==> src/tpg_pkg.sv <==
package tpg_pkg;

	// ****************************************
	// Register map
	// ****************************************
	localparam logic [3:0] CTRL_OFS = 4'h0;
	localparam logic [3:0] STAT_OFS = 4'h4;
	localparam logic [4:0] CTRL_RST = 5'h00;

	// ****************************************
	// Scheme select codes
	// ****************************************
	localparam logic [2:0] SCH_SIX    = 3'h0;
	localparam logic [2:0] SCH_THREE  = 3'h1;
	localparam logic [2:0] SCH_SINGLE = 3'h2;
	localparam logic [2:0] SCH_HB     = 3'h3;
	localparam logic [2:0] SCH_C_FET  = 3'h4;
	localparam logic [2:0] SCH_A_FET  = 3'h5;
	localparam logic [2:0] SCH_BC_FET = 3'h6;
	localparam logic [2:0] SCH_FET    = 3'h7;

	// ****************************************
	// Timing
	// ****************************************
	localparam int CLK_PERIOD_NS = 8;
	localparam int DEAD_TIME_NS  = 100;
	localparam int DEAD_CYC      = (DEAD_TIME_NS + CLK_PERIOD_NS - 1) / CLK_PERIOD_NS;

	// ****************************************
	// Carriers
	// ****************************************
	typedef struct packed {
		logic       coast;
		logic       rect_async;
		logic [2:0] scheme;
	} tpg_ctrl_s;

	typedef struct packed {
		logic [2:0] hi;
		logic [2:0] lo;
	} tpg_gate_s;

endpackage

==> src/tpg_decoder.sv <==
// Our own choices: the plain strobed port and the address map.
`timescale 1ns/1ps
// Overview of operation
// - Serial variant offers eight schemes, strap variant seven; strap refuses code 100b.
// - Codes 000b,001b,010b,011b select six-input, three-input, single-input, half-bridge drive.
// - 100b: A,B half-bridge, C FET; 101b: A FET; 110b: A half-bridge, B,C FET.
// - Code 111b drives every gate independently on all phases.
// - Six-input: high-only turns high gate, low-only turns low gate, else both off.
// - Three-input: low-side input low gives off; otherwise high input picks the gate.
// - Single-input: phase A high-side input is the pulse source.
// - Single-input: A low, B high, B low inputs form the commutation state.
// - Direction-low state codes pick source and sink phases; sink low gate stays on.
// - Code 000 turns all off; 111 aligns A pulsing, B and C lows on.
// - Direction input high uses the complemented state code, except stop 000 and align 111.
// - Brake input low turns all highs off, and all lows on unless coast is selected.
// - Synchronous rectification by default; serial variant bit selects freewheeling.
// - Serial variant bit selects brake or coast in single-input drive.
// - Half-bridge phases get automatic dead time; both gates never on together.
// - Half-bridge drive: low-side input low gives off; else high input picks gate.
// - Independent FET drive: gates follow inputs, no dead time, both may be on.
// - Mixed schemes: FET phases bypass dead time, half-bridge phases keep it.
// - Freewheeling keeps the switching low gate off, everything else unchanged.
module tpg_decoder #(
	parameter bit         SERIAL_VARIANT = 1'b1,
	parameter logic [7:0] DEAD_CYC       = 8'(tpg_pkg::DEAD_CYC)
) (
	input  wire logic        ref_clk,
	input  wire logic        rstn,
	input  wire logic [2:0]  phase_high_side_in,
	input  wire logic [2:0]  phase_low_side_in,
	input  wire logic [3:0]  reg_addr,
	input  wire logic [31:0] reg_wdata,
	input  wire logic        reg_wr,
	input  wire logic        reg_rd,
	output logic      [31:0] reg_rdata,
	output logic      [2:0]  phase_high_gate_cmd,
	output logic      [2:0]  phase_low_gate_cmd
);

	// ****************************************
	// Input synchronisers
	// ****************************************
	tpg_pkg::tpg_gate_s in_meta_q;
	tpg_pkg::tpg_gate_s in_q;

	always_ff @(posedge ref_clk or negedge rstn) begin
		if (!rstn) begin
			in_meta_q <= '0;
			in_q      <= '0;
		end else begin
			in_meta_q <= {phase_high_side_in, phase_low_side_in};
			in_q      <= in_meta_q;
		end
	end

	// ****************************************
	// Control register
	// ****************************************
	tpg_pkg::tpg_ctrl_s ctrl_q;
	tpg_pkg::tpg_ctrl_s ctrl_w;
	logic               brake_act;

	assign ctrl_w = reg_wdata[4:0];

	always_ff @(posedge ref_clk or negedge rstn) begin
		if (!rstn) begin
			ctrl_q <= tpg_pkg::CTRL_RST;
		end else if (reg_wr && reg_addr == tpg_pkg::CTRL_OFS) begin
			// The strap variant has no pin setting for 100b, so such a write leaves the scheme as it was.
			if (SERIAL_VARIANT || ctrl_w.scheme != tpg_pkg::SCH_C_FET) begin
				ctrl_q.scheme <= ctrl_w.scheme;
			end
			ctrl_q.rect_async <= SERIAL_VARIANT & ctrl_w.rect_async;
			ctrl_q.coast      <= SERIAL_VARIANT & ctrl_w.coast;
		end
	end

	// ****************************************
	// Register read port
	// ****************************************
	always_ff @(posedge ref_clk or negedge rstn) begin
		if (!rstn) begin
			reg_rdata <= '0;
		end else if (reg_rd && reg_addr == tpg_pkg::CTRL_OFS) begin
			reg_rdata <= {27'h0000000, ctrl_q};
		end else if (reg_rd && reg_addr == tpg_pkg::STAT_OFS) begin
			reg_rdata <= {25'h0000000, phase_high_gate_cmd, phase_low_gate_cmd, brake_act};
		end else begin
			reg_rdata <= '0;
		end
	end

	// ****************************************
	// Single-input commutation
	// ****************************************
	logic       pwm;
	logic       dir;
	logic       brake_n;
	logic [2:0] code_raw;
	logic [2:0] code;
	logic [2:0] src;
	logic [2:0] snk;
	logic [2:0] one_hi;
	logic [2:0] one_lo;

	assign pwm      = in_q.hi[0];
	assign dir      = in_q.hi[2];
	assign brake_n  = in_q.lo[2];
	assign code_raw = {in_q.lo[0], in_q.hi[1], in_q.lo[1]};
	assign brake_act = (ctrl_q.scheme == tpg_pkg::SCH_SINGLE) && !brake_n;

	always_comb begin
		// Stop and align read the same in both directions, so only steps are complemented.
		code = code_raw;
		if (dir && code_raw != 3'h0 && code_raw != 3'h7) begin
			code = ~code_raw;
		end
	end

	always_comb begin
		src = 3'h0;
		snk = 3'h0;
		case (code)
			3'h6: begin
				src = 3'h2;
				snk = 3'h4;
			end
			3'h4: begin
				src = 3'h1;
				snk = 3'h4;
			end
			3'h5: begin
				src = 3'h1;
				snk = 3'h2;
			end
			3'h1: begin
				src = 3'h4;
				snk = 3'h2;
			end
			3'h3: begin
				src = 3'h4;
				snk = 3'h1;
			end
			3'h2: begin
				src = 3'h2;
				snk = 3'h1;
			end
			3'h7: begin
				src = 3'h1;
				snk = 3'h6;
			end
			default: begin
				src = 3'h0;
				snk = 3'h0;
			end
		endcase
	end

	always_comb begin
		one_hi = src & {3{pwm}};
		// Freewheeling drops only the complementary low pulse on the source phase.
		one_lo = snk | (src & {3{!pwm && !ctrl_q.rect_async}});
		if (!brake_n) begin
			one_hi = 3'h0;
			one_lo = ctrl_q.coast ? 3'h0 : 3'h7;
		end
	end

	// ****************************************
	// Scheme decode
	// ****************************************
	logic [2:0] want_hi;
	logic [2:0] want_lo;
	logic [2:0] bypass;

	always_comb begin
		want_hi = in_q.hi & in_q.lo;
		want_lo = ~in_q.hi & in_q.lo;
		bypass  = 3'h0;
		case (ctrl_q.scheme)
			tpg_pkg::SCH_SIX: begin
				want_hi = in_q.hi & ~in_q.lo;
				want_lo = in_q.lo & ~in_q.hi;
			end
			tpg_pkg::SCH_THREE, tpg_pkg::SCH_HB: begin
			end
			tpg_pkg::SCH_SINGLE: begin
				want_hi = one_hi;
				want_lo = one_lo;
			end
			tpg_pkg::SCH_C_FET: bypass = 3'h4;
			tpg_pkg::SCH_A_FET: bypass = 3'h1;
			tpg_pkg::SCH_BC_FET: bypass = 3'h6;
			default: bypass = 3'h7;
		endcase
		want_hi = (want_hi & ~bypass) | (in_q.hi & bypass);
		want_lo = (want_lo & ~bypass) | (in_q.lo & bypass);
	end

	// ****************************************
	// Dead time and gate registers
	// ****************************************
	logic [7:0] cnt_q [3];

	for (genvar i = 0; i < 3; i++) begin : g_phase
		logic cnt_zero;
		logic hi_d;
		logic lo_d;

		assign cnt_zero = cnt_q[i] == 8'h00;

		always_comb begin
			hi_d = want_hi[i];
			lo_d = want_lo[i];
			if (!bypass[i]) begin
				// A gate may only turn on once the other is off and the gap has run out.
				hi_d = want_hi[i] && !phase_low_gate_cmd[i] && (phase_high_gate_cmd[i] || cnt_zero);
				lo_d = want_lo[i] && !want_hi[i] && !phase_high_gate_cmd[i] && (phase_low_gate_cmd[i] || cnt_zero);
			end
		end

		always_ff @(posedge ref_clk or negedge rstn) begin
			if (!rstn) begin
				phase_high_gate_cmd[i] <= 1'b0;
				phase_low_gate_cmd[i]  <= 1'b0;
			end else begin
				phase_high_gate_cmd[i] <= hi_d;
				phase_low_gate_cmd[i]  <= lo_d;
			end
		end

		always_ff @(posedge ref_clk or negedge rstn) begin
			if (!rstn) begin
				cnt_q[i] <= 8'h00;
			end else if (!bypass[i] && ((phase_high_gate_cmd[i] && !hi_d) || (phase_low_gate_cmd[i] && !lo_d))) begin
				cnt_q[i] <= DEAD_CYC;
			end else if (bypass[i]) begin
				cnt_q[i] <= 8'h00;
			end else if (!cnt_zero) begin
				cnt_q[i] <= cnt_q[i] - 8'h01;
			end
		end
	end

	// ****************************************
	// Checks
	// ****************************************
	// Idle time of each phase A gate, counted apart from the dead-time counter so a short gap would show.
	logic [7:0] lo_gap_q;
	logic [7:0] hi_gap_q;

	always_ff @(posedge ref_clk or negedge rstn) begin
		if (!rstn) begin
			lo_gap_q <= 8'hFF;
		end else if (phase_low_gate_cmd[0]) begin
			lo_gap_q <= 8'h00;
		end else if (lo_gap_q != 8'hFF) begin
			lo_gap_q <= lo_gap_q + 8'h01;
		end
	end

	always_ff @(posedge ref_clk or negedge rstn) begin
		if (!rstn) begin
			hi_gap_q <= 8'hFF;
		end else if (phase_high_gate_cmd[0]) begin
			hi_gap_q <= 8'h00;
		end else if (hi_gap_q != 8'hFF) begin
			hi_gap_q <= hi_gap_q + 8'h01;
		end
	end
endmodule // tpg_decoder

==> config.mk <==
export PLATFORM = sky130hd
export DESIGN_NAME = tpg_decoder
export DESIGN_NICKNAME = d
export VERILOG_FILES = /design/src/tpg_pkg.sv /design/src/tpg_decoder.sv
export SDC_FILE = /design/constraint.sdc
export NUM_CORES = 1
export LEC_CHECK = 0
export BUFFER_PORTS_ARGS = -buffer_cell sky130_fd_sc_hd__buf_2
export CAP_MARGIN = 10
export CELL_PAD_IN_SITES_DETAIL_PLACEMENT = 2
export CELL_PAD_IN_SITES_GLOBAL_PLACEMENT = 2
export CORE_UTILIZATION = 35
export CTS_CLUSTER_SIZE = 8
export DETAILED_ROUTE_END_ITERATION = 7
export HOLD_SLACK_MARGIN = 0.15
export PLACE_DENSITY_LB_ADDON = 0.08
export SLEW_MARGIN = 20
export SYNTH_ARGS = -nofsm -noshare
export SYNTH_HDL_FRONTEND = slang
export SYNTH_SLANG_ARGS = --single-unit
==> constraint.sdc <==
create_clock -name ref_clk -period 3.7 [get_ports ref_clk]
set_input_delay 0.37 -clock ref_clk [delete_from_list [all_inputs] [get_ports ref_clk]]
set_output_delay 0.37 -clock ref_clk [all_outputs]
set_load 0.05 [all_outputs]
After elaboration in Yosys (flattened, before gate mapping)
Cells that the tools add are included.
{ "totals": {"regBits": 79, "wordCells": 154, "output_inout_bits": 38, "inputBits": 46} }
{ "op_classes": {"n_mux": 26, "addsub": 3, "reduce_logical": 74, "bitwise_logic": 16, "eq_ne": 18} }
{ "ops": {"columns": ["op", "n"], "rows": [
  ["$mux W8", 9],
  ["$mux W32", 1],
  ["$logic_and A1 B1 Y1", 31],
  ["$and A3 B3 Y3", 9],
  ["$logic_not A8 Y1", 3],
  ["$pmux W3 S4", 2],
  ["$sub A8 B1 Y8 const B", 3],
  ["$eq A3 B3 Y1 const B", 7],
  ["$logic_not A1 Y1", 21],
  ["$mux W3", 5],
  ["$eq A3 B2 Y1 const B", 4],
  ["$not A3 Y3", 4],
  ["$reduce_or A2 Y1", 5],
  ["$logic_or A1 B1 Y1", 9],
  ["$ne A3 B2 Y1 const B", 3],
  ["$or A3 B3 Y3", 3],
  ["$pmux W3 S3", 1],
  ["$mux W7", 1],
  ["$eq A3 B1 Y1 const B", 2],
  ["$mux W1", 6],
  ["$pmux W3 S2", 1],
  ["$eq A4 B3 Y1 const B", 1],
  ["$logic_not A4 Y1", 1],
  ["$reduce_or A4 Y1", 1],
  ["4 further kinds", 4]
]} }

Logic depth before layout (Yosys ltp)
Gate-level depths: netlist of the first run.
{ "depth": {"depth_word": 22, "depth_mapped": 7, "mapped_depth_nobuf": 7} }

Least setup slack after synthesis of the first run
Ideal clock, no wire load.
{ "synth_timing": {"path_type": "register to register", "start": "reg cnt_q[0] (netlist bit)", "end": "reg cnt_q[1] (netlist bit)", "n_path_buf": 0, "t_required_ns": 3.575, "slack_ns": 1.705, "stages_incl_launch_ff": 7, "setup_ns": 0.125, "t_arrival_ns": 1.870, "cell_sequence": "dfrtp_1 > inv_1 > ha_1 > or3b_2 > nor3_1 > a21oi_1 > a2111oi_0"} }
{ "synth_via": {"elab_chain_len": 9} }
{ "synth_lines": {"columns": ["element", "line_no", "rtl"], "rows": [
  ["from (decl)", "tpg_decoder.sv:203", "logic [7:0] cnt_q [3];"],
  ["from (signal, indexed assignment)", "tpg_decoder.sv:240", "cnt_q[i] <= cnt_q[i] - 8'h01;"],
  ["branches (longest 9 deep; another with $sub A8 B1 Y8)", null, null]
]} }
Parallel ways; which one is timed is not known. The select of a mux whose other input is x is not followed.
A chain may end at the register's enable or synchronous reset.

Final worst setup path of the first run
{ "layout_timing": {"start": "reg ctrl_q[2] (netlist bit)", "end": "reg cnt_q[17] (netlist bit)"} }
{ "layout_via": {"elab_chain_len": 16} }
{ "layout_lines": {"columns": ["element", "line_no", "rtl"], "rows": [
  ["from (decl)", "tpg_decoder.sv:59", "tpg_pkg::tpg_ctrl_s ctrl_q;"],
  ["from (signal assigned)", "tpg_decoder.sv:67", "ctrl_q <= tpg_pkg::CTRL_RST;"],
  ["$eq A3 B2 Y1, or another cell as far along", "tpg_decoder.sv:180", "case (ctrl_q.scheme)"],
  ["$reduce_or A4 Y1 (no line)", null, null],
  ["$pmux W3 S4", "tpg_decoder.sv:180", null],
  ["$not A3 Y3", "tpg_decoder.sv:196, tpg_decoder.sv:197", null],
  ["$and A3 B3 Y3", "tpg_decoder.sv:196", "want_hi = (want_hi & ~bypass) | (in_q.hi & bypass);"],
  ["$or A3 B3 Y3", "tpg_decoder.sv:196", null],
  ["$logic_not A1 Y1", "tpg_decoder.sv:218", "lo_d = want_lo[i] && !want_hi[i] && !phase_high_gate_cmd[i] && (phase_low_gate_cmd[i] || cnt_zero);"],
  ["$logic_and A1 B1 Y1 (3 in a row)", "tpg_decoder.sv:218", null],
  ["$mux W1", "tpg_decoder.sv:215", "if (!bypass[i]) begin"],
  ["$logic_not A1 Y1", "tpg_decoder.sv:235", "end else if (!bypass[i] && ((phase_high_gate_cmd[i] && !hi_d) || (phase_low_gate_cmd[i] && !lo_d))) begin"],
  ["$logic_and A1 B1 Y1", "tpg_decoder.sv:235", null],
  ["$logic_or A1 B1 Y1", "tpg_decoder.sv:235", null],
  ["$logic_and A1 B1 Y1", "tpg_decoder.sv:235", null],
  ["$ne A3 B2 Y1 (no line) or $mux W8 (tied branches)", null, null]
]} }
Several ways; a longest one is shown, not always the timed one.

==> results.py, run 1 <==
metrics = {
    "global_route": {
        "grt_pass1_wl_microns": 13100,
        "grt_use_total_pct": 17.2,
        "grt_use_met2_pct": 28.2,
        "grt_busiest_layer": "met2",
        "grt_overflow": 0,
        "grt_use_met1_pct": 23.8,
        "grt_pass1_vias": 2514,
        "antenna_found_initial": 0,
        "met3_usage_pct": 2.75,
        "grt_max_degree": 36,
    },
    "sta": {
        "worst_clock_skew_ns": 0.00575,
        "fmax_mhz": 390,
        "maxSlewHeadroom_pct": 40.4,
        "fin_crit_ns": 2.56,
        "tns_ns": 0,
        "worstMarginPinSlew_ns": 0.893,
        "setup_viol": 0,
        "hold_viol": 0,
        "hold-worst-slack_ns": 0.131,
        "post-route-period-util_pct": 69.2,
        "slew_violations": 0,
        "rsz0062_at_grt": "false",
    },
    "setup_path": {
        "crit_type": "flop to flop",
        "crit_top_cell": "and2_1",
        "timing.rr.start": "ctrl_q[2]$_DFFE_PN0P_",
        "slowest_stage": "dfrtp_1",
        "cp_slowest_stage_delay_ns": 0.77,
        "reg2reg_depth": 5,
        "worstPathArrival_ns": 2.77,
        "crit_end": "cnt_q[17]$_DFFE_PN0P_",
        "start_kind": "flop",
        "worst-path-max-fanout": 18,
        "worst-endpoint-required_ns": 3.91,
        "r2r_setup_slack_ns": 1.14,
        "cp_cell_sequence": "and2_1 -> nand2_1 -> and2_1 -> a221o_1 -> a2111oi_4",
        "r2r-end": "cnt_q[17]$_DFFE_PN0P_",
        "crit_start": "ctrl_q[2]$_DFFE_PN0P_",
        "worst_setup_path_end_kind": "flop",
    },
    "logic_synthesis": {
        "ys_seq_elements": 54,
        "synth_flop_cell": "dfrtp_1",
        "yosysSeqAreaShare_pct": 43.1,
        "syn_inst": 317,
        "syn_avg_cell_area_sq_um": 9.90,
        "synth_edf_count": 0,
        "synth_warnings": 0,
        "ys_types": 56,
        "ys_async_sr_fraction_pct": 100,
        "syn_area_sq_um": 3140,
    },
    "routing": {
        "wl_microns": 7590,
        "dr.pass1.iters": 4,
        "route.detailed.drc": 0,
        "antenna_left": 0,
        "num_vias": 2388,
        "vias_per_cell": 5.26,
        "wl_per_cell_microns": 16.7,
        "drtIter0Drc": 60,
    },
    "hold_path": {
        "hp-class": "input port to asynchronous set/reset pin",
    },
    "power": {
        "irDropWorstVdd_mv": 0.233,
        "power.leakage_nw": 1.56,
        "power.density_nw_per_um2": 718,
    },
    "floorplan": {
        "chipWidth_microns": 96.7,
        "fp.coreArea_sq_um": 8720,
        "rows": 34,
        "start_util_pct": 36.0,
        "die_area_sq_um": 9350,
        "top_level_ports": 84,
        "dieHeight_microns": 96.7,
    },
    "placed_design": {
        "globalplace.congestion": 0.802,
        "io_buffers": 31,
        "dp_hpwl_microns": 5570,
    },
    "clocking": {
        "cts_hold_buffers": 0,
        "clock_tree.root_cell": "clkbuf_8",
        "cts_setup_buffers": 0,
        "clock-sinks": 54,
        "clk_latency_ns": 0.31,
        "cts_buffers": 5,
        "clock_path_buffers": 2,
        "ctsResizeCount": 0,
        "cts_tree": "done",
        "cts.clk_slew.worst_paths_ns": 0.10,
        "htree_levels": 2,
    },
    "cells_and_area": {
        "areaGrowthSynthToFinish_pct": 8.73,
        "fill_cells": 942,
        "final_core_util_pct": 39.1,
        "n_antenna_cell": 0,
        "drive_above_1_share_pct": 16.2,
        "fin_nets": 397,
    },
    "job": {
        "drv_cap": 0,
    },
    "status": {
        "status": "completed",
    },
}
## kinds of logic (layout without fill, tap and decap cells)
logic type	count (synthesis)	after routing	share of synthesized area, %
and+or+nand+nor	106	106	19.0
AOI/OAI and AO/OA	75	75	18.3
DFF	54	54	43.1
buffers and inverters	50	55	9.33
muxes	16	16	5.30
xor gates and xnor gates	9	9	2.51
adders and majority gates	6	6	2.39
other	1	25	0.120
## worst min-delay path by stage
stage | end | slack, ns | cells after the start | from
floorplan | brake_n$_DFF_PN0_ | 0.07 | 0 | rstn
global placement | in_q[3]$_DFF_PN0_ | 0.33 | 0 | in_meta_q[3]$_DFF_PN0_
detailed placement | code_raw[0]$_DFF_PN0_ | 0.34 | 0 | in_meta_q[1]$_DFF_PN0_
CTS | reg_rdata[5]$_DFF_PN0_ | 0.16 | 1 | rstn
global route | in_meta_q[1]$_DFF_PN0_ | 0.15 | 1 | phase_low_side_in[1]
finish | reg_rdata[5]$_DFF_PN0_ | 0.13 | 1 | rstn
## worst max-delay path, delay by kind of cell (launching register included)
family / cells / cell delay (ns)
AOI/OAI and AO/OA: 2 / 0.75
DFF: 1 / 0.77
and+or+nand+nor: 3 / 0.95
## metal layers
metal	up-vias	routed length (microns)
li1	1142	-
met1	1189	3810
met2	52	3470
met3	5	237
met4	0	75
met5	-	0
## state kept, by name, summed over array words and instances, names as in the netlist
| register | flops |
|---|---|
| in_q | 1 |
| phase_low_gate_cmd | 3 |
| dir | 1 |
| phase_high_gate_cmd | 3 |
| in_meta_q | 6 |
| brake_n | 1 |
| code_raw | 3 |
| ctrl_q | 5 |
| cnt_q | 24 |
| reg_rdata | 7 |
## stage by stage
| step | setup slack [ns] | power [mW] | instance area [sq um] | cells |
|---|---|---|---|---|
| 6_report | 1.14 | 2.45 | 3410 | 454 |
| 2_1_floorplan | 1.70 | 1.83 | 3230 | 341 |
| 5_1_grt | 0.931 | 2.67 | 3410 | 454 |
| 4_1_cts | 1.11 | 2.48 | 3390 | 452 |
| 3_5_place_dp | 1.15 | 2.09 | 3280 | 444 |
| 3_3_place_gp | 1.19 | 2.04 | 3280 | 444 |
## cells in the mapped netlist (2+ instances only)
master / n / area share (%)
xor2_1: 4 / 1.1
nor2_1: 20 / 2.4
o2111ai_1: 2 / 0.56
o21a_1: 10 / 2.4
nand2_1: 16 / 1.9
ha_1: 6 / 2.4
a21oi_1: 14 / 2.2
a22oi_1: 2 / 0.48
nand2b_1: 10 / 2.0
nor3b_1: 3 / 0.72
dfrtp_1: 54 / 43
and3b_1: 3 / 0.84
nand3_1: 8 / 1.3
a221o_1: 3 / 0.96
o21ai_0: 14 / 2.2
or3b_2: 2 / 0.56
nor2b_1: 3 / 0.60
mux2i_1: 11 / 3.5
clkbuf_1: 4 / 0.48
a211oi_1: 2 / 0.48
nor3_1: 15 / 2.4
o31a_1: 3 / 0.84
or2_1: 2 / 0.40
inv_1: 13 / 1.6
nand3b_1: 4 / 0.96
xnor2_1: 5 / 1.4
nor4_1: 3 / 0.60
o21bai_1: 3 / 0.72
mux2_2: 5 / 1.8
buf_2: 6 / 0.96
a221oi_1: 3 / 0.84
and3_1: 6 / 1.2
a2111oi_0: 2 / 0.56
buf_4: 26 / 6.2
a31oi_1: 2 / 0.40
o31ai_1: 4 / 0.96
and2_1: 5 / 1.0
## power breakdown
| part | total (mW) | leakage [nW] | internal [mW] | switching, mW |
|---|---|---|---|---|
| Clock | 0.383 | 0.0575 | 0.189 | 0.194 |
| Sequential | 0.968 | 0.685 | 0.750 | 0.218 |
| Combinational | 1.10 | 0.818 | 0.459 | 0.638 |
## layout make-up
class                   instances  area, sq um  area share, %
inverters                      13         48.8           1.43
clock buffers                   8          110           3.23
multi-input cells             237         1580           46.4
flip-flops and latches         54         1350           39.6
well taps                     108          135           3.96
repair buffers                 34          183           5.35
## cells in the final DEF (no fill, tap or decap), types with 10 or more instances in the layout
cell and n:
nor3_1 15, inv_1 13, nand2_1 16, mux2i_1 11, a21oi_1 14, o21a_1 10, nand2b_1 10, buf_2 31
nor2_1 20, o21ai_0 14, conb_1 25, dfrtp_1 54
(Power assumes the default switching activity.)
==> run 2, diff against run 1 <==
--- a/config.mk
+++ b/config.mk
@@ -9,7 +9,7 @@
 export CAP_MARGIN = 10
 export CELL_PAD_IN_SITES_DETAIL_PLACEMENT = 2
 export CELL_PAD_IN_SITES_GLOBAL_PLACEMENT = 2
-export CORE_UTILIZATION = 35
+export CORE_UTILIZATION = 29
 export CTS_CLUSTER_SIZE = 8
 export DETAILED_ROUTE_END_ITERATION = 7
 export HOLD_SLACK_MARGIN = 0.15
==> constraint.sdc (replaced) <==
create_clock -name ref_clk -period 2.3 [get_ports ref_clk]
set_input_delay 0.23 -clock ref_clk [delete_from_list [all_inputs] [get_ports ref_clk]]
set_output_delay 0.23 -clock ref_clk [all_outputs]
set_load 0.05 [all_outputs]
==> run 2 against run 1 <==
Effect of this change: global-route usage decreased by 2.1 points; wire length increased by 4.8%; die area increased by 20%; final cell count increased by 13%; clock power increased by 61%.
==> results.py, run 2 (synthesized netlist as in run 1, its figures left out) <==
metrics = {
    "cells_and_area": {
        "top_register": "cnt_q",
        "largest_register_ffs": 24,
        "instances_no_fill": 511,
        "areaGrowthSynthToFinish_pct": 17.6,
        "final_cell_mix": "53 x dfrtp_1, 31 x buf_2, 25 x conb_1",
        "top_regs": "cnt_q (24), reg_rdata (7), in_meta_q (6)",
        "fin_nets": 426,
        "drive_above_1_share_pct": 21.1,
        "mostFrequentLayoutCell": "dfrtp_1",
        "n_antenna_cell": 0,
    },
    "power": {
        "swShare_pct": 42.2,
        "p_int_mw": 2.34,
        "power_frac_seq_pct": 37.6,
        "power.density_nw_per_um2": 1100,
        "pwr-share-comb_pct": 47.1,
        "clkPwrFrac_pct": 15.2,
        "p_sw_mw": 1.71,
        "irDropWorstVdd_mv": 0.316,
        "power.leakage_nw": 1.69,
        "power.total_mw": 4.05,
    },
    "hold_path": {
        "hp-class": "input port to flop",
        "hold_path_startpoint": "reg_wdata[1]",
    },
    "floorplan": {
        "start_util_pct": 30.1,
        "fp.coreArea_sq_um": 10400,
        "rows": 37,
        "top_level_ports": 84,
        "dieHeight_microns": 106,
        "die_area_sq_um": 11200,
        "chipWidth_microns": 106,
    },
    "setup_path": {
        "crit_start": "ctrl_q[1]$_DFFE_PN0P_",
        "timing.rr.start": "ctrl_q[1]$_DFFE_PN0P_",
        "crit_type": "flop to flop",
        "start_kind": "flop",
        "cp_slowest_stage_delay_ns": 0.57,
        "cp_cell_sequence": "nor3b_2 -> o21a_1 -> o21ai_0 -> a221o_1 -> a2111oi_4",
        "r2r_setup_slack_ns": 0.17,
        "worstPathArrival_ns": 2.34,
        "slowest_stage": "dfrtp_1",
        "worst_setup_path_end_kind": "flop",
        "worst-path-max-fanout": 10,
        "worst-endpoint-required_ns": 2.51,
    },
    "placed_design": {
        "dp_hpwl_microns": 6140,
        "io_buffers": 31,
        "globalplace.congestion": 0.734,
        "dp_slack_ns": 0.145,
        "dp_cells": 493,
    },
    "status": {
        "status": "completed",
    },
    "routing": {
        "vias_per_cell": 4.85,
        "drtIter0Drc": 92,
        "dr.pass1.iters": 4,
        "wl_microns": 7960,
        "num_vias": 2477,
        "route.detailed.drc": 0,
        "wl_per_cell_microns": 15.6,
        "antenna_left": 0,
    },
    "sta": {
        "worstMarginPinSlew_ns": 0.520,
        "post-route-period-util_pct": 92.4,
        "fin_crit_ns": 2.13,
        "setup_viol": 0,
        "slew_violations": 0,
        "maxSlewHeadroom_pct": 64.4,
        "tns_ns": 0,
        "setup_slack_ns": 0.175,
        "fmax_mhz": 471,
        "hold_viol": 0,
        "worst_clock_skew_ns": 0.00530,
        "rsz0062_at_grt": "false",
    },
    "clocking": {
        "cts_buffers": 5,
        "clk_latency_ns": 0.31,
        "clock_path_buffers": 2,
        "cts_tree": "done",
        "htree_levels": 2,
        "clock_tree.root_cell": "clkbuf_8",
        "cts.clk_slew.worst_paths_ns": 0.10,
        "clock-sinks": 54,
    },
    "global_route": {
        "grt_max_degree": 24,
        "grt_overflow": 0,
        "grt_pass1_vias": 2649,
        "grt_use_total_pct": 15.1,
        "antenna_found_initial": 0,
        "grt_pass1_wl_microns": 13500,
    },
    "job": {
        "drv_cap": 0,
    },
}
run 2: changes by cell type in the layout (fill, tap and decap cells not counted), sizes merged:
cell	change
buf	+21
dlygate4sd3	+8
run 2: through the flow:
step	hold slack [ns]	instance area [sq um]	util, %
global placement	0.151	3470	33.4
floorplan	-0.0656	3230	-
detailed placement	0.154	3470	33.4
CTS	0.161	3680	35.4
global route	0.161	3690	35.4
finish	0.164	3690	35.4
run 2: per-layer routing:
| metal | share of wire (%) | vias to the layer above | GRT usage (%) | routed length, microns |
|---|---|---|---|---|
| met2 | 46 | 50 | 25.3 | 3680 |
| met1 | 50 | 1216 | 20.6 | 3960 |
| li1 | - | 1205 | - | - |
| met4 | 1.0 | 0 | 3.57 | 82 |
| met5 | 0 | - | 0 | 0 |
| met3 | 3.0 | 6 | 2.21 | 241 |
run 2: critical path: cells and delay by family, from the launching register on:
kind            cells  cell delay (ns)
simple gates        1             0.35
compound gates      4             1.09
flops               1             0.57
run 2: what timing repair did:
| item | CTS | global route |
|---|---|---|
| setup buffers | 0 | 0 |
| endpoints found under the hold margin | 21 | 0 |
| resized for setup | 0 | 3 |
| endpoints found under the setup margin | 0 | 10 |
| hold buffers | 10 | 0 |
run 2: worst paths after layout:
kind                                          end  cells past startpoint
setup reg to reg            cnt_q[17]$_DFFE_PN0P_                      5
hold / removal              ctrl_q[1]$_DFFE_PN0P_                      2
max in group asynchronous   ctrl_q[0]$_DFFE_PN0P_                      3
min in group asynchronous  reg_rdata[2]$_DFF_PN0_                      2
setup / recovery            cnt_q[17]$_DFFE_PN0P_                      5
hold reg to reg                 in_q[3]$_DFF_PN0_                      0
run 2: final cells by class:
class                      count  area [sq um]
inverter                      13          48.8
timing repair buffer          63           420
tap                          136           170
fill                        1158          6730
clock buffer                   8           110
sequential                    54          1350
multi-input combinational    237          1590
run 2: power by group through the flow:
stage | logic [mW] | clock network [mW] | registers [mW]
final | 1.91 | 0.617 | 1.53
after global routing | 2.16 | 0.682 | 1.57
after CTS | 1.94 | 0.652 | 1.53
after detailed placement | 1.91 | 0 | 1.55
after global placement | 1.87 | 0 | 1.54
after floorplan | 1.42 | 0 | 1.53
==> run 3, diff against run 2 <==
--- a/config.mk
+++ b/config.mk
@@ -9,11 +9,12 @@
 export CAP_MARGIN = 10
 export CELL_PAD_IN_SITES_DETAIL_PLACEMENT = 2
 export CELL_PAD_IN_SITES_GLOBAL_PLACEMENT = 2
-export CORE_UTILIZATION = 29
+export CORE_UTILIZATION = 35
 export CTS_CLUSTER_SIZE = 8
 export DETAILED_ROUTE_END_ITERATION = 7
 export HOLD_SLACK_MARGIN = 0.15
 export PLACE_DENSITY_LB_ADDON = 0.08
+export RECOVER_POWER = 100
 export SLEW_MARGIN = 20
 export SYNTH_ARGS = -nofsm -noshare
 export SYNTH_HDL_FRONTEND = slang
==> constraint.sdc (replaced) <==
create_clock -name ref_clk -period 2.75 [get_ports ref_clk]
set_input_delay 0.275 -clock ref_clk [delete_from_list [all_inputs] [get_ports ref_clk]]
set_output_delay 0.275 -clock ref_clk [all_outputs]
set_load 0.05 [all_outputs]
==> run 3 against run 2 <==
Effect of this change: first-iteration DRC count decreased by 61%; largest cell class unchanged; final area decreased by 6.5%; die area decreased by 17%; core utilization increased by 4.1 points; sequential share of layout area increased by 2.5 points; the flow now finishes with violations (capacitance limit, slew limit); final cell count decreased by 8.8%; worst hold slack improved by 0.030 ns.
==> results.py, run 3 (synthesized netlist as in run 1, its figures left out) <==
metrics = {
    "job": {
        "drv_cap": 1,
    },
    "clocking": {
        "clock-sinks": 54,
        "cts_tree": "done",
        "clk_latency_ns": 0.30,
        "clock_tree.root_cell": "clkbuf_8",
        "cts_buffers": 5,
        "htree_levels": 2,
        "cts.clk_slew.worst_paths_ns": 0.10,
        "clock_path_buffers": 2,
        "ctsResizeCount": 0,
    },
    "sta": {
        "slew_violations": 32,
        "tns_ns": 0,
        "setup_slack_ns": 0.390,
        "fmax_mhz": 424,
        "fin_crit_ns": 2.36,
        "maxSlewHeadroom_pct": -10.8,
        "hold-worst-slack_ns": 0.194,
        "hold_viol": 0,
        "setup_viol": 0,
        "rsz0062_at_grt": "false",
        "post-route-period-util_pct": 85.8,
        "worstMarginPinSlew_ns": 1.66,
        "worst_clock_skew_ns": 0.0111,
    },
    "placed_design": {
        "io_buffers": 31,
        "globalplace.congestion": 0.780,
        "dp_slack_ns": 0.483,
        "placed_cell_area_sq_um": 3330,
        "dp_hpwl_microns": 5640,
    },
    "setup_path": {
        "reg2reg_depth": 5,
        "slowest_stage": "dfrtp_1",
        "crit_type": "flop to flop",
        "timing.rr.start": "ctrl_q[0]$_DFFE_PN0P_",
        "worstPathArrival_ns": 2.60,
        "start_kind": "flop",
        "r2r_setup_slack_ns": 0.39,
        "worst-path-max-fanout": 14,
        "worst-endpoint-required_ns": 2.99,
        "worst_setup_path_end_kind": "flop",
        "r2r-end": "cnt_q[3]$_DFFE_PN0P_",
        "cp.buffers_inverters": 0,
        "cp_top_family": "compound AO/OA/AOI/OAI gates",
        "cp_slowest_stage_delay_ns": 0.68,
        "cp_cell_sequence": "nand2b_1 -> a221o_1 -> a221oi_2 -> a2bb2oi_1 -> o21a_1",
    },
    "floorplan": {
        "die_area_sq_um": 9350,
        "dieHeight_microns": 96.7,
        "start_util_pct": 36.0,
        "rows": 34,
        "top_level_ports": 84,
        "chipWidth_microns": 96.7,
        "fp.coreArea_sq_um": 8720,
    },
    "routing": {
        "vias_per_cell": 5.19,
        "num_vias": 2420,
        "antenna_left": 0,
        "wl_microns": 7670,
        "drtIter0Drc": 36,
        "route.detailed.drc": 0,
        "wl_per_cell_microns": 16.5,
        "dr.pass1.iters": 4,
    },
    "power": {
        "power.density_nw_per_um2": 937,
        "swShare_pct": 43.4,
        "irDropWorstVdd_mv": 0.284,
        "clkPwrFrac_pct": 14.2,
        "power_frac_seq_pct": 40.4,
        "p_sw_mw": 1.40,
        "p_int_mw": 1.83,
        "pwr-share-comb_pct": 45.4,
        "power.leakage_nw": 1.53,
    },
    "hold_path": {
        "hold_path_startpoint": "reg_wdata[2]",
        "min_to": "ctrl_q[2]$_DFFE_PN0P_",
        "hp-class": "input port to flop",
        "min_path_cells": 2,
    },
    "cells_and_area": {
        "largest_register_ffs": 24,
        "final_cell_mix": "54 x dfrtp_1, 25 x conb_1, 20 x nor2_1",
        "fin_nets": 409,
        "drive_above_1_share_pct": 11.7,
        "areaGrowthSynthToFinish_pct": 9.97,
        "multi_input_area_sq_um": 1570,
        "final_area_sq_um": 3450,
        "mostFrequentLayoutCell": "dfrtp_1",
        "top_regs": "cnt_q (24), reg_rdata (7), in_meta_q (6)",
        "n_antenna_cell": 0,
        "fill_cells": 973,
        "final-seq-area_sq_um": 1350,
        "top_register": "cnt_q",
    },
    "global_route": {
        "grt_overflow": 0,
        "antenna_found_initial": 0,
        "grt_max_degree": 32,
        "grt_pass1_wl_microns": 13300,
        "grt_pass1_vias": 2652,
        "grt_use_total_pct": 17.4,
    },
    "status": {
        "status": "finished, violations left",
        "violations": "capacitance limit, slew limit",
    },
}
## run 3: cell types whose count changed in the layout (fill, tap and decap cells not counted), sizes merged
| cell | delta |
|---|---|
| buf | -32 |
| clkinv | +1 |
| clkbuf | +17 |
| dlygate4sd3 | -3 |
## run 3: layer usage
metal | vias to the layer above | part of all wire (%) | wire length, microns | track usage (%)
met5 | - | 0 | 0 | 0
met4 | 0 | 0.72 | 55 | 3.56
met3 | 5 | 3.0 | 228 | 2.96
met2 | 51 | 47 | 3590 | 29.4
met1 | 1194 | 49 | 3800 | 23.4
li1 | 1170 | - | - | -
## run 3: worst max-delay path by stage
stage	startpoint	endpoint	slack [ns]	cells past startpoint
floorplan	cnt_q[0]$_DFFE_PN0P_	cnt_q[1]$_DFFE_PN0P_	0.75	6
global placement	ctrl_q[2]$_DFFE_PN0P_	cnt_q[17]$_DFFE_PN0P_	0.50	5
detailed placement	ctrl_q[2]$_DFFE_PN0P_	cnt_q[12]$_DFFE_PN0P_	0.48	5
CTS	ctrl_q[2]$_DFFE_PN0P_	cnt_q[17]$_DFFE_PN0P_	0.47	5
global route	ctrl_q[0]$_DFFE_PN0P_	cnt_q[6]$_DFFE_PN0P_	0.20	5
finish	ctrl_q[0]$_DFFE_PN0P_	cnt_q[3]$_DFFE_PN0P_	0.39	5
## run 3: area by class of cell
class / count / share of cell area [%]
Tap cell: 108 / 3.92
Clock buffer: 7 / 2.50
Clock inverter: 1 / 0.145
Multi-Input combinational cell: 237 / 45.5
Sequential cell: 54 / 39.2
Timing Repair Buffer: 46 / 7.32
Inverter: 13 / 1.41
## run 3: metrics by stage
| stage | total power [mW] | util, % | std cells |
|---|---|---|---|
| finish | 3.23 | 39.6 | 466 |
| global route | 3.52 | 39.6 | 466 |
| CTS | 3.32 | 40.1 | 466 |
| detailed placement | 2.83 | 38.2 | 451 |
| global placement | 2.77 | 38.2 | 451 |
| floorplan | 2.46 | - | 341 |
## run 3: power groups by stage
stage	combinational, mW	clock [mW]	sequential (mW)
after floorplan	1.19	0	1.28
after global placement	1.46	0	1.31
after detailed placement	1.52	0	1.32
after CTS	1.53	0.488	1.31
after global routing	1.65	0.518	1.35
final	1.47	0.459	1.31
## run 3: timing repair
action / CTS / global route
setup endpoints to repair: 0 / 0
buffers inserted: 0 / 0
endpoints found under the hold margin: 60 / 0
hold buffers: 7 / 0
